$ cat src/inc/irq_pkg.sv
// Shared constants and types for the nested vectored interrupt unit
package irq_pkg;
    // Source counts
    localparam int NUM_PERIPH = 64;
    localparam int NUM_SYS = 16;
    localparam int NUM_EXC = NUM_SYS + NUM_PERIPH;
    localparam int IDX_W = 7;
    localparam int PRIO_W = 3;
    localparam int NUM_LEVELS = 8;
    localparam int KEY_W = 4;
    localparam int TICK_W = 24;

    // Table index = exception number + 16; vector byte address = 4 * index
    localparam logic [31:0] VEC_BASE = 32'h0000_0000;
    localparam logic [31:0] VEC_STRIDE = 32'h0000_0004;
    localparam logic [31:0] VEC_PERIPH_BASE = 32'h0000_0040;
    localparam logic [IDX_W-1:0] IDX_STACK = 7'h00;
    localparam logic [IDX_W-1:0] IDX_RESET = 7'h01;
    localparam logic [IDX_W-1:0] IDX_NMI = 7'h02;
    localparam logic [IDX_W-1:0] IDX_HARD = 7'h03;
    localparam logic [IDX_W-1:0] IDX_MEM = 7'h04;
    localparam logic [IDX_W-1:0] IDX_BUS = 7'h05;
    localparam logic [IDX_W-1:0] IDX_USAGE = 7'h06;
    localparam logic [IDX_W-1:0] IDX_SVC = 7'h0B;
    localparam logic [IDX_W-1:0] IDX_DEBUG = 7'h0C;
    localparam logic [IDX_W-1:0] IDX_PENDSV = 7'h0E;
    localparam logic [IDX_W-1:0] IDX_TICK = 7'h0F;
    localparam logic [IDX_W-1:0] IDX_PERIPH0 = 7'h10;

    // System entries that can be pended (stack, reset, reserved excluded)
    localparam logic [NUM_SYS-1:0] SYS_PENDABLE = 16'hD87C;
    // Peripheral lines wired to a source; the other 25 never assert
    localparam logic [NUM_PERIPH-1:0] PERIPH_WIRED =
        64'h0003_FBF3_3FFF_61EF;

    // Fixed keys for the three top exceptions; programmable ones add 3
    localparam logic [KEY_W-1:0] KEY_RESET = 4'h0;
    localparam logic [KEY_W-1:0] KEY_NMI = 4'h1;
    localparam logic [KEY_W-1:0] KEY_HARD = 4'h2;
    localparam logic [KEY_W-1:0] KEY_PROG_BASE = 4'h3;
    localparam logic [KEY_W-1:0] KEY_IDLE = 4'hF;

    typedef logic [NUM_EXC-1:0][KEY_W-1:0] key_arr_t;

    // Programmable priorities of the configurable system exceptions
    typedef struct packed {
        logic [PRIO_W-1:0] mem;
        logic [PRIO_W-1:0] bus;
        logic [PRIO_W-1:0] usage;
        logic [PRIO_W-1:0] svc;
        logic [PRIO_W-1:0] debug;
        logic [PRIO_W-1:0] pendsv;
        logic [PRIO_W-1:0] tick;
    } sys_prio_t;

    // Synchronous system event strobes from the core
    typedef struct packed {
        logic hard_fault;
        logic mem_fault;
        logic bus_fault;
        logic usage_fault;
        logic supervisor_call;
        logic debug_monitor;
        logic pendable_service_request;
    } sys_event_t;

    // Vector handed to the core
    typedef struct packed {
        logic signed [7:0] num;
        logic [IDX_W-1:0] idx;
        logic [31:0] addr;
    } vector_t;

    // Result of a priority search
    typedef struct packed {
        logic found;
        logic [IDX_W-1:0] idx;
        logic [KEY_W-1:0] key;
    } pick_t;

    typedef enum logic [1:0] {
        ST_IDLE = 2'b00,
        ST_HANDLER = 2'b01,
        ST_CHAIN = 2'b10
    } ctrl_state_t;
endpackage

$ cat src/verilog/core_tick_timer.sv
// 24-bit reloading down counter raising one pulse per expiry
`timescale 1ns/10ps
module core_tick_timer #(
    parameter int WIDTH = irq_pkg::TICK_W
) (
    // Clock and reset
    input wire logic mclk,
    input wire logic rst,
    // Control
    input wire logic enable,
    input wire logic [WIDTH-1:0] reload,
    // Status
    output logic [WIDTH-1:0] count,
    output logic expire
);
    import irq_pkg::*;

    logic [WIDTH-1:0] next_count;
    logic hit;

    // Reaching one ends the interval; a zero reload never fires
    assign hit = enable && (count == WIDTH'(1));
    assign next_count = !enable ? reload :
                        (hit || count == '0) ? reload :
                        count - WIDTH'(1);

    // Counter and expiry strobe
    always_ff @(posedge mclk) begin
        if (rst) begin
            count <= '0;
            expire <= 1'b0;
        end else begin
            count <= next_count;
            expire <= hit && (reload != '0);
        end
    end
endmodule // core_tick_timer

$ cat src/verilog/nested_vector_irq_unit.sv
// Nested vectored interrupt unit with system tick source
//
// Behaviour
// - 64 peripheral lines, 25 unwired and ignored, plus 16 system entries.
// - Every interrupt but NMI and hard fault has a programmable priority of eight levels; reset is fixed too.
// - Priority splits into group part for preemption and sub-priority.
// - Peripheral request counts only with peripheral and controller enables set.
// - Software may pend any wired peripheral line and request a whole-system reset.
// - Track nested handlers; chain straight to next pending one on exit.
// - Tick timer is 24-bit reloading down counter raising its own exception.
// - Vector table: one word per number, -16 at zero, four bytes apart.
// - Number -15 holds reset entry, -14 the non-maskable handler.
// - Faults take -13 to -10; -9 to -6 and -3 are reserved.
// - -5 supervisor call, -4 debug, -2 pendable request, -1 tick.
// - Peripheral n vectors at 0x40 plus 4n per the fixed source list.
`timescale 1ns/10ps
module nested_vector_irq_unit #(
    parameter int NUM_LINES = irq_pkg::NUM_PERIPH
) (
    // Clock and reset
    input wire logic mclk,
    input wire logic rst,
    // Peripheral requests and enables
    input wire logic [NUM_LINES-1:0] periph_irq,
    input wire logic [NUM_LINES-1:0] periph_src_en,
    input wire logic [NUM_LINES-1:0] irq_enable,
    input wire logic [NUM_LINES-1:0][irq_pkg::PRIO_W-1:0] irq_prio,
    // Software pend control, one-cycle strobes
    input wire logic [NUM_LINES-1:0] sw_set_pend,
    input wire logic [NUM_LINES-1:0] sw_clr_pend,
    input wire logic sw_sys_reset,
    // System exception configuration and events
    input wire logic [1:0] sub_prio_bits,
    input wire irq_pkg::sys_prio_t sys_prio,
    input wire irq_pkg::sys_event_t sys_event,
    input wire logic nmi_pin,
    // Tick timer control
    input wire logic tick_enable,
    input wire logic tick_irq_enable,
    input wire logic [irq_pkg::TICK_W-1:0] tick_reload,
    // Core handshake
    input wire logic exc_take,
    input wire logic exc_exit,
    output logic exc_req,
    output irq_pkg::vector_t exc_vector,
    output logic tail_chain,
    output logic [irq_pkg::KEY_W-1:0] run_level,
    output logic [irq_pkg::TICK_W-1:0] tick_count,
    output logic sys_reset_req
);
    import irq_pkg::*;

    // Lowest key wins; strict compare keeps the lower number on a tie
    function automatic pick_t pick(input logic [NUM_EXC-1:0] mask,
                                   input key_arr_t keys);
        pick_t p;
        p = '{found: 1'b0, idx: '0, key: KEY_IDLE};
        for (int i = 0; i < NUM_EXC; i++) begin
            if (mask[i] && (!p.found || keys[i] < p.key)) begin
                p.found = 1'b1;
                p.idx = IDX_W'(i);
                p.key = keys[i];
            end
        end
        return p;
    endfunction

    // Table address of an index, four bytes per exception number
    function automatic logic [31:0] vec_addr(input logic [IDX_W-1:0] idx);
        return VEC_BASE + {23'h0, idx, 2'b00};
    endfunction

    // Programmable priority of a system slot; fixed and reserved read zero
    function automatic logic [PRIO_W-1:0] sys_prio_of(
        input logic [IDX_W-1:0] idx,
        input sys_prio_t sp
    );
        case (idx)
            IDX_MEM: return sp.mem;
            IDX_BUS: return sp.bus;
            IDX_USAGE: return sp.usage;
            IDX_SVC: return sp.svc;
            IDX_DEBUG: return sp.debug;
            IDX_PENDSV: return sp.pendsv;
            IDX_TICK: return sp.tick;
            default: return '0;
        endcase
    endfunction

    // Strobe that pends a system slot; reset and reserved never pend
    function automatic logic sys_strobe_of(
        input logic [IDX_W-1:0] idx,
        input sys_event_t ev,
        input logic nmi_rise,
        input logic tick_rise
    );
        case (idx)
            IDX_NMI: return nmi_rise;
            IDX_HARD: return ev.hard_fault;
            IDX_MEM: return ev.mem_fault;
            IDX_BUS: return ev.bus_fault;
            IDX_USAGE: return ev.usage_fault;
            IDX_SVC: return ev.supervisor_call;
            IDX_DEBUG: return ev.debug_monitor;
            IDX_PENDSV: return ev.pendable_service_request;
            IDX_TICK: return tick_rise;
            default: return 1'b0;
        endcase
    endfunction

    // Pending and active bookkeeping
    logic [NUM_EXC-1:0] pend;
    logic [NUM_EXC-1:0] active;
    logic [NUM_EXC-1:0] next_pend;
    logic [NUM_EXC-1:0] next_active;

    // Masks of one bit per table entry
    logic [NUM_EXC-1:0] set_mask;
    logic [NUM_EXC-1:0] clr_mask;
    logic [NUM_EXC-1:0] allow_mask;
    logic [NUM_EXC-1:0] ready;
    logic [NUM_EXC-1:0] take_hot;
    logic [NUM_EXC-1:0] exit_hot;
    logic [NUM_EXC-1:0] remain;

    // Priorities and search keys
    logic [NUM_EXC-1:0][PRIO_W-1:0] prio_of;
    logic [NUM_EXC-1:0] fixed_of;
    key_arr_t full_key;
    key_arr_t group_key;
    logic [PRIO_W-1:0] group_mask;
    logic [NUM_SYS-1:0] sys_set;

    // Search results and running level
    pick_t winner;
    pick_t current;
    pick_t after_exit;
    logic [KEY_W-1:0] level_now;
    logic [KEY_W-1:0] level_eff;
    logic can_preempt;

    // Request, vector and sequencing
    logic next_req;
    vector_t next_vector;
    ctrl_state_t state;
    ctrl_state_t next_state;

    // Pin synchroniser and event strobes
    logic nmi_meta;
    logic nmi_sync;
    logic nmi_prev;
    logic nmi_edge;
    logic tick_expire;
    logic tick_pend;

    // Tick timer, its expiry pends the tick exception
    core_tick_timer #(
        .WIDTH(TICK_W)
    ) tick_timer (
        .mclk(mclk),
        .rst(rst),
        .enable(tick_enable),
        .reload(tick_reload),
        .count(tick_count),
        .expire(tick_expire)
    );

    // Non-maskable pin is asynchronous: two stages before edge detection
    always_ff @(posedge mclk) begin
        if (rst) begin
            nmi_meta <= 1'b0;
            nmi_sync <= 1'b0;
            nmi_prev <= 1'b0;
        end else begin
            nmi_meta <= nmi_pin;
            nmi_sync <= nmi_meta;
            nmi_prev <= nmi_sync;
        end
    end

    // Priority and pend strobe per system slot, decoded by slot index
    genvar s;
    generate
        for (s = 0; s < NUM_SYS; s++) begin : gen_sys
            assign prio_of[s] = sys_prio_of(IDX_W'(s), sys_prio);
            assign sys_set[s] = sys_strobe_of(IDX_W'(s), sys_event,
                nmi_edge, tick_pend);
        end
    endgenerate
    assign prio_of[NUM_EXC-1:NUM_SYS] = irq_prio;
    assign fixed_of = NUM_EXC'(16'h000F);

    // Group part masks away the low sub-priority bits
    assign group_mask = PRIO_W'(3'h7 << sub_prio_bits);

    // Keys: reset, NMI and hard fault sit above every programmable level
    genvar g;
    generate
        for (g = 0; g < NUM_EXC; g++) begin : gen_key
            logic [KEY_W-1:0] fkey;
            assign fkey = (g == IDX_RESET) ? KEY_RESET :
                          (g == IDX_NMI) ? KEY_NMI : KEY_HARD;
            assign full_key[g] = fixed_of[g] ? fkey :
                KEY_PROG_BASE + KEY_W'(prio_of[g]);
            assign group_key[g] = fixed_of[g] ? fkey :
                KEY_PROG_BASE + KEY_W'(prio_of[g] & group_mask);
        end
    endgenerate

    // Pin edge and tick expiry; a level pin would pend again after take
    assign nmi_edge = nmi_sync & ~nmi_prev;
    assign tick_pend = tick_expire & tick_irq_enable;

    // Line sets pending only while both enables are on; software pend too
    assign set_mask = {
        (periph_irq & periph_src_en & irq_enable) | sw_set_pend,
        sys_set
    } & {PERIPH_WIRED, SYS_PENDABLE};

    assign take_hot = exc_take ? (NUM_EXC'(1) << exc_vector.idx) : '0;
    assign exit_hot = (exc_exit && current.found) ?
                      (NUM_EXC'(1) << current.idx) : '0;
    assign clr_mask = take_hot | {sw_clr_pend, {NUM_SYS{1'b0}}};

    // Set wins over clear so a request in the clearing cycle survives
    assign next_pend = (pend & ~clr_mask) | set_mask;
    assign next_active = (active & ~exit_hot) | take_hot;

    // Only controller-enabled, wired lines compete for service
    assign allow_mask = {irq_enable & PERIPH_WIRED, SYS_PENDABLE};
    assign ready = pend & allow_mask;

    // Winner among pending, running handler, and level after its exit
    assign remain = active & ~exit_hot;
    assign winner = pick(ready, full_key);
    assign current = pick(active, group_key);
    assign after_exit = pick(remain, group_key);
    assign level_now = current.found ? current.key : KEY_IDLE;
    assign level_eff = exc_exit ? after_exit.key : level_now;

    // Only a strictly lower group key preempts the running level
    assign can_preempt = winner.found &&
                         (group_key[winner.idx] < level_eff);
    assign next_req = can_preempt && !exc_take;
    assign next_vector = '{
        num: 8'(signed'({1'b0, winner.idx}) - 8'sd16),
        idx: winner.idx,
        addr: vec_addr(winner.idx)
    };

    // Exit with a qualifying request skips the idle step
    always_comb begin
        next_state = state;
        case (state)
            ST_IDLE: begin
                if (exc_take)
                    next_state = ST_HANDLER;
            end
            ST_HANDLER: begin
                if (exc_exit && !exc_take)
                    next_state = can_preempt ? ST_CHAIN :
                                 (after_exit.found ? ST_HANDLER : ST_IDLE);
            end
            ST_CHAIN: begin
                if (exc_take)
                    next_state = ST_HANDLER;
                else if (!can_preempt)
                    next_state = current.found ? ST_HANDLER : ST_IDLE;
            end
            default: next_state = ST_IDLE;
        endcase
    end

    // Pending and active bookkeeping
    always_ff @(posedge mclk) begin
        if (rst) begin
            pend <= '0;
            active <= '0;
            state <= ST_IDLE;
        end else begin
            pend <= next_pend;
            active <= next_active;
            state <= next_state;
        end
    end

    // Registered request and vector toward the core
    always_ff @(posedge mclk) begin
        if (rst) begin
            exc_req <= 1'b0;
            exc_vector <= '0;
            run_level <= KEY_IDLE;
            sys_reset_req <= 1'b0;
        end else begin
            exc_req <= next_req;
            exc_vector <= next_vector;
            run_level <= level_eff;
            sys_reset_req <= sw_sys_reset;
        end
    end

    // Flags that the pending request is served without unstacking
    assign tail_chain = (state == ST_CHAIN) && exc_req;
endmodule // nested_vector_irq_unit

$ cat config.mk
export PLATFORM = sky130hd
export DESIGN_NAME = nested_vector_irq_unit
export DESIGN_NICKNAME = d
export VERILOG_FILES = /design/src/inc/irq_pkg.sv /design/src/verilog/core_tick_timer.sv /design/src/verilog/nested_vector_irq_unit.sv
export SDC_FILE = /design/constraint.sdc
export NUM_CORES = 2
export LEC_CHECK = 0
export BUFFER_PORTS_ARGS = -buffer_cell sky130_fd_sc_hd__buf_2
export CORE_ASPECT_RATIO = 0.6
export CORE_MARGIN = 4
export CORE_UTILIZATION = 50
export DETAILED_ROUTE_END_ITERATION = 6
export PLACE_DENSITY = 0.7
export SLEW_MARGIN = 20
export SYNTH_ARGS = -nofsm -noshare
export SYNTH_HDL_FRONTEND = slang
export SYNTH_SLANG_ARGS = --single-unit
$ cat constraint.sdc
create_clock -name mclk -period 622.1 [get_ports mclk]
set_clock_uncertainty 0.1 [all_clocks]
set_input_delay 62.21 -clock mclk [delete_from_list [all_inputs] [get_ports mclk]]
set_output_delay 62.21 -clock mclk [all_outputs]
set_load 0.01 [all_outputs]
# Word-level counts from Yosys, hierarchy flattened

Cells that the tools add are included.

Bits in registers: 236
Input port bits: 574
Output and inout bits: 78
Logic and storage cells: 1,471

$add $sub $neg: 144
Order comparisons: 239
Eq/ne operators: 6
Shift operators: 3
Muxes and demuxes: 256
Bitwise logic cells: 85
Reduce and logical (&&, ||, !) cells: 724

Operator list:

| operator                                           | count |
|---|---|
| 2-to-1 mux 12 bit                                  | 240 |
| < comparator 4 bit                                 | 214 |
| adder 2 x 3 -> 4 bit, first input constant         | 142 |
| logical AND 1 bit                                  | 244 |
| zero test 1 bit                                    | 238 |
| logical OR 1 bit                                   | 238 |
| bitwise AND 3 bit                                  | 71 |
| bitwise AND 80 bit                                 | 2 |
| 2-to-1 mux 80 bit                                  | 2 |
| inverter 80 bit                                    | 2 |
| OR 80 bit                                          | 2 |
| left shift 1 x 7 -> 80 bit, first input constant   | 2 |
| bitwise AND 50 bit                                 | 2 |
| bitwise AND 80 x 66 -> 80 bit                      | 1 |
| OR 80 x 66 -> 80 bit                               | 1 |
| < comparator 2 x 4 -> 1 bit, first input constant  | 18 |
| OR 50 bit                                          | 1 |
| 2-to-1 mux 24 bit                                  | 2 |
| binary-select mux 4 bit (select 7 bit)             | 1 |
| == test 24 x 1 -> 1 bit, second input constant     | 1 |
| zero test 24 bit                                   | 1 |
| < comparator 1 x 4 -> 1 bit, first input constant  | 6 |
| nonzero test 24 bit                                | 1 |
| subtractor 24 x 1 -> 24 bit, second input constant | 1 |
| other kinds (15)                                   | 24 |

# Longest topological paths before layout

Depth after elaboration: 644
Depth in mapped cells: 1,119
Mapped depth without buffers: 1,092

# Cells and area by module

A second synthesis with hierarchy kept.

Cells, all modules: 7,424
Area, all modules: 52,102.5 um^2

By module, submodules not included:

| module                 | times used | cells each | area each (um^2) | sequential area each (um^2) |
|---|---|---|---|---|
| nested_vector_irq_unit | 1          | 7,264      | 50,634.8         | 3,002.9 |
| core_tick_timer        | 1          | 160        | 1,467.7          | 500.5 |

# Worst setup path before layout

OpenSTA, ideal clock, no wires.

Path type: input -> register
Start point: in sub_prio_bits[1]
End point: reg state[0]
Library setup time: 128 ps
Arrival time: 259,708 ps
Required time: 621,872 ps
Slack: 362,164 ps
Stages on the path: 1,003
Path buffers: 27
Path through: buf_2 clkbuf_1 clkbuf_1 clkbuf_1 clkbuf_1 clkbuf_1 clkbuf_1 clkbuf_1 clkbuf_1 nand2b_1 ha_1 inv_1 ha_1 inv_1 a31o_1 nand2_1 a31oi_1 mux2_1 [967 not listed] buf_8 mux2_4 ha_1 o21ai_0 a21boi_0 o41ai_1 a211oi_1 o22a_1 ha_1 a221o_1 nand2b_1 a311oi_1 a21oi_1 nand2_1 o21bai_1 a41oi_1 o31ai_1 o31ai_1

RTL lines:

| element              | RTL line                      | text |
|---|---|---|
| from (decl)          | nested_vector_irq_unit.sv:33  | `input wire logic [1:0] sub_prio_bits,` |
| to (signal assigned) | nested_vector_irq_unit.sv:283 | `state <= next_state;` |
| to (decl)            | nested_vector_irq_unit.sv:145 | `ctrl_state_t state;` |

==> results.cfg <==
[worst_hold_path]
hold_depth = 1
hold_path.startpoint = nmi_meta
worstHoldEndpoint = nmi_sync
hold_class = flip-flop to flip-flop

[setup_path]
slowest_stage = a2111oi_0
cp_max_fo = 48
crit_buf_inv = 21
r2r_end = state[0]
path_class = primary input to flip-flop
worstSetupEndpointType = flip-flop
required_ns = 622.45
slowest_delay_ns = 0.81
rrSetupSlack_ns = 381.81
rr_startpoint = active[2]
startpoint_type = primary input
critPathMostFrequentCell = ha_1
reg2regPathDepth = 985
crit_family = compound AO/OA/AOI/OAI gates
worst_ep_arrival_time_ns = 303.35
critPathLaunch = sub_prio_bits[1]

[yosys]
synth_flop_cell = dfxtp_1
ys_types = 194
netlist.top_cell.by_area = ha_1
yosys-top-cells-count = nand2_1 (822), a21oi_1 (710), nor2_1 (685), ha_1 (589), o21ai_0 (550)
synthTopCellsByArea = ha_1 (14%), a21oi_1 (6.9%), dfxtp_1 (6.8%), nand2_1 (6.0%), o21ai_0 (5.3%)
synth_edf_count = 0
ys_seq_area_share_pct = 6.769
syn_inst = 7459
ys_ff_latch = 175
async_flop_share_pct = 0
ys_warn_count = 0
synth.most_common_cell = nand2_1
synth_area_um2 = 51760
avgSynthCellArea_um2 = 6.939
synth_top_area_share_pct = 14.24

[drt]
route.detailed.drc = 0
wl_per_cell_um = 24.22
wirelength_mm = 224.0
dr.pass1.iters = 6
num_vias = 61480
drt-vias-per-instance = 6.647
drt_iter0_drc = 7714
drtAntennaViolNets = 0

[pwr]
vdd_drop_max_mv = 0.005773
p_leak_uw = 0.02536
powerDensity_nw_per_um2 = 5.535

[sta]
setup_viol = 0
slew_headroom_pct = 12.28
fin_crit_ns = 303.00
period_share_pct = 48.71
rsz0062_at_grt = false
fmax_mhz = 3.300
finalHoldViolCount = 0
slew_violations = 0
fin_ws_ns = 319.10
worst_pin_slew_ns = 1.306
setup_tns_ns = 0

[layout]
fin_nets = 8995
area_growth_pct = 7.525
final_area_um2 = 55650
final_cell_count_no_fill = 9248
drive_above_1_share_pct = 16.97
multi_input_area_um2 = 44750
nFillCells = 10380
regArea_um2 = 3503

[die]
die-area_um2 = 108900
row_count = 91
core_area_um2 = 102700
die_w_um = 423.4
die_y_um = 257.2
ios = 652
initial_core_util_pct = 50.40

[clock_tree]
h-tree-depth = 4
postCtsSetupRepairBufs = 0
root_buffer = clkbuf_16
clock-sinks = 175
insertion_delay_ns = 0.57
cts_resized = 0
cts_tree = done
cts-buffers-inserted = 17
ctsHoldBuffers = 0
cts.reportedPaths.clkPinSlew_ns = 0.10
clockBufferDepth = 2

[placement]
io_buffers = 501
dp_cells = 9208
place_ws_ns = 326.38
place_congestion = 1.035
hpwl_mm = 187.0
placed_area_um2 = 54980

[global_route]
grt_first_pass_wirelength_mm = 333.1
grt_usage_pct = 38.79
grt_pass1_vias = 54980
antenna_found_initial = 14
grt_max_degree = 68
grt-ovfl-total = 0

[flow_run]
drv_cap = 0

[run_status]
status = complete, no violations
[layout by cell type, fill, tap and decap left out, types with 49 or more instances in the layout]
cell type / Yosys / routed
nand2b_1: 145 / 145
o211ai_1: 127 / 127
nand4_1: 53 / 53
and2_1: 59 / 59
nor2_1: 685 / 684
nand2_1: 822 / 821
mux2i_1: 73 / 73
dfxtp_1: 175 / 175
o21a_1: 190 / 190
or3_1: 58 / 57
buf_2: 6 / 500
mux2_2: 171 / 171
ha_1: 589 / 589
nand3b_1: 59 / 59
inv_1: 495 / 494
o21ai_1: 74 / 77
a211oi_1: 107 / 107
a21o_1: 176 / 175
buf_4: 48 / 72
xnor2_1: 104 / 104
o21ai_0: 550 / 547
nand3_1: 195 / 195
a31oi_1: 132 / 132
or2_2: 62 / 62
nor4_1: 49 / 49
a21oi_1: 710 / 710
nor3_1: 165 / 164
[registers in the layout (all words and copies together) (netlist names)]
signal,flops
state,2
exc_req,1
exc_vector,11
nmi_meta,1
nmi_prev,1
active,80
nmi_sync,1
pend,48
run_level,4
tick_timer.count,24
tick_timer.expire,1
sys_reset_req,1
[worst max path at each step]
stage                     endpoint  slack, ns  depth (start not counted)
after floorplan           state[0]     362.16                       1190
after global placement    state[0]     328.74                       1189
after detailed placement  state[0]     326.38                        901
after CTS                 state[0]     326.04                        889
after global routing      state[0]     304.28                        884
final                     state[0]     319.10                        888
[final cells by class]
| cell class | instances | share of cell area [%] |
|---|---|---|
| Inverter | 514 | 3.492 |
| Timing Repair Buffer | 573 | 5.488 |
| Tap cell | 1395 | 3.136 |
| Clock inverter | 15 | 0.3867 |
| Sequential cell | 175 | 6.295 |
| Multi-Input combinational cell | 6551 | 80.40 |
| Antenna cell | 8 | 0.03597 |
| Clock buffer | 17 | 0.7644 |
[metal layers]
layer	up-vias	global-route usage, %	routed length, µm
li1	28570	-	-
met1	28850	58.70	103100
met2	3662	48.94	79630
met3	378	15.00	34510
met4	8	11.13	6736
met5	-	0	49
[report_power, final]
group | switching [µW] | internal [µW]
clock network | 7.76 | 5.66
registers | 1.75 | 12.2
logic | 180 | 101
[logic make-up after synthesis]
logic type	synth area share [%]
simple gates	25.66
mux	5.773
other cells	0.007245
compound gates	37.70
flops	6.769
xor+xnor	2.268
buf+inv	7.052
fa+ha+maj	14.77
[metrics by stage]
stage / hold WS, ns / total power, µW / utilization (%)
floorplan: 0.3138 / 206.0 / -
global placement: 0.3195 / 273.8 / 53.54
detailed placement: 0.3290 / 281.2 / 53.54
CTS: 0.3476 / 296.1 / 54.16
global route: 0.3671 / 333.5 / 54.18
finish: 0.3489 / 308.0 / 54.19
No activity file was read; power rests on OpenSTA's default activity.
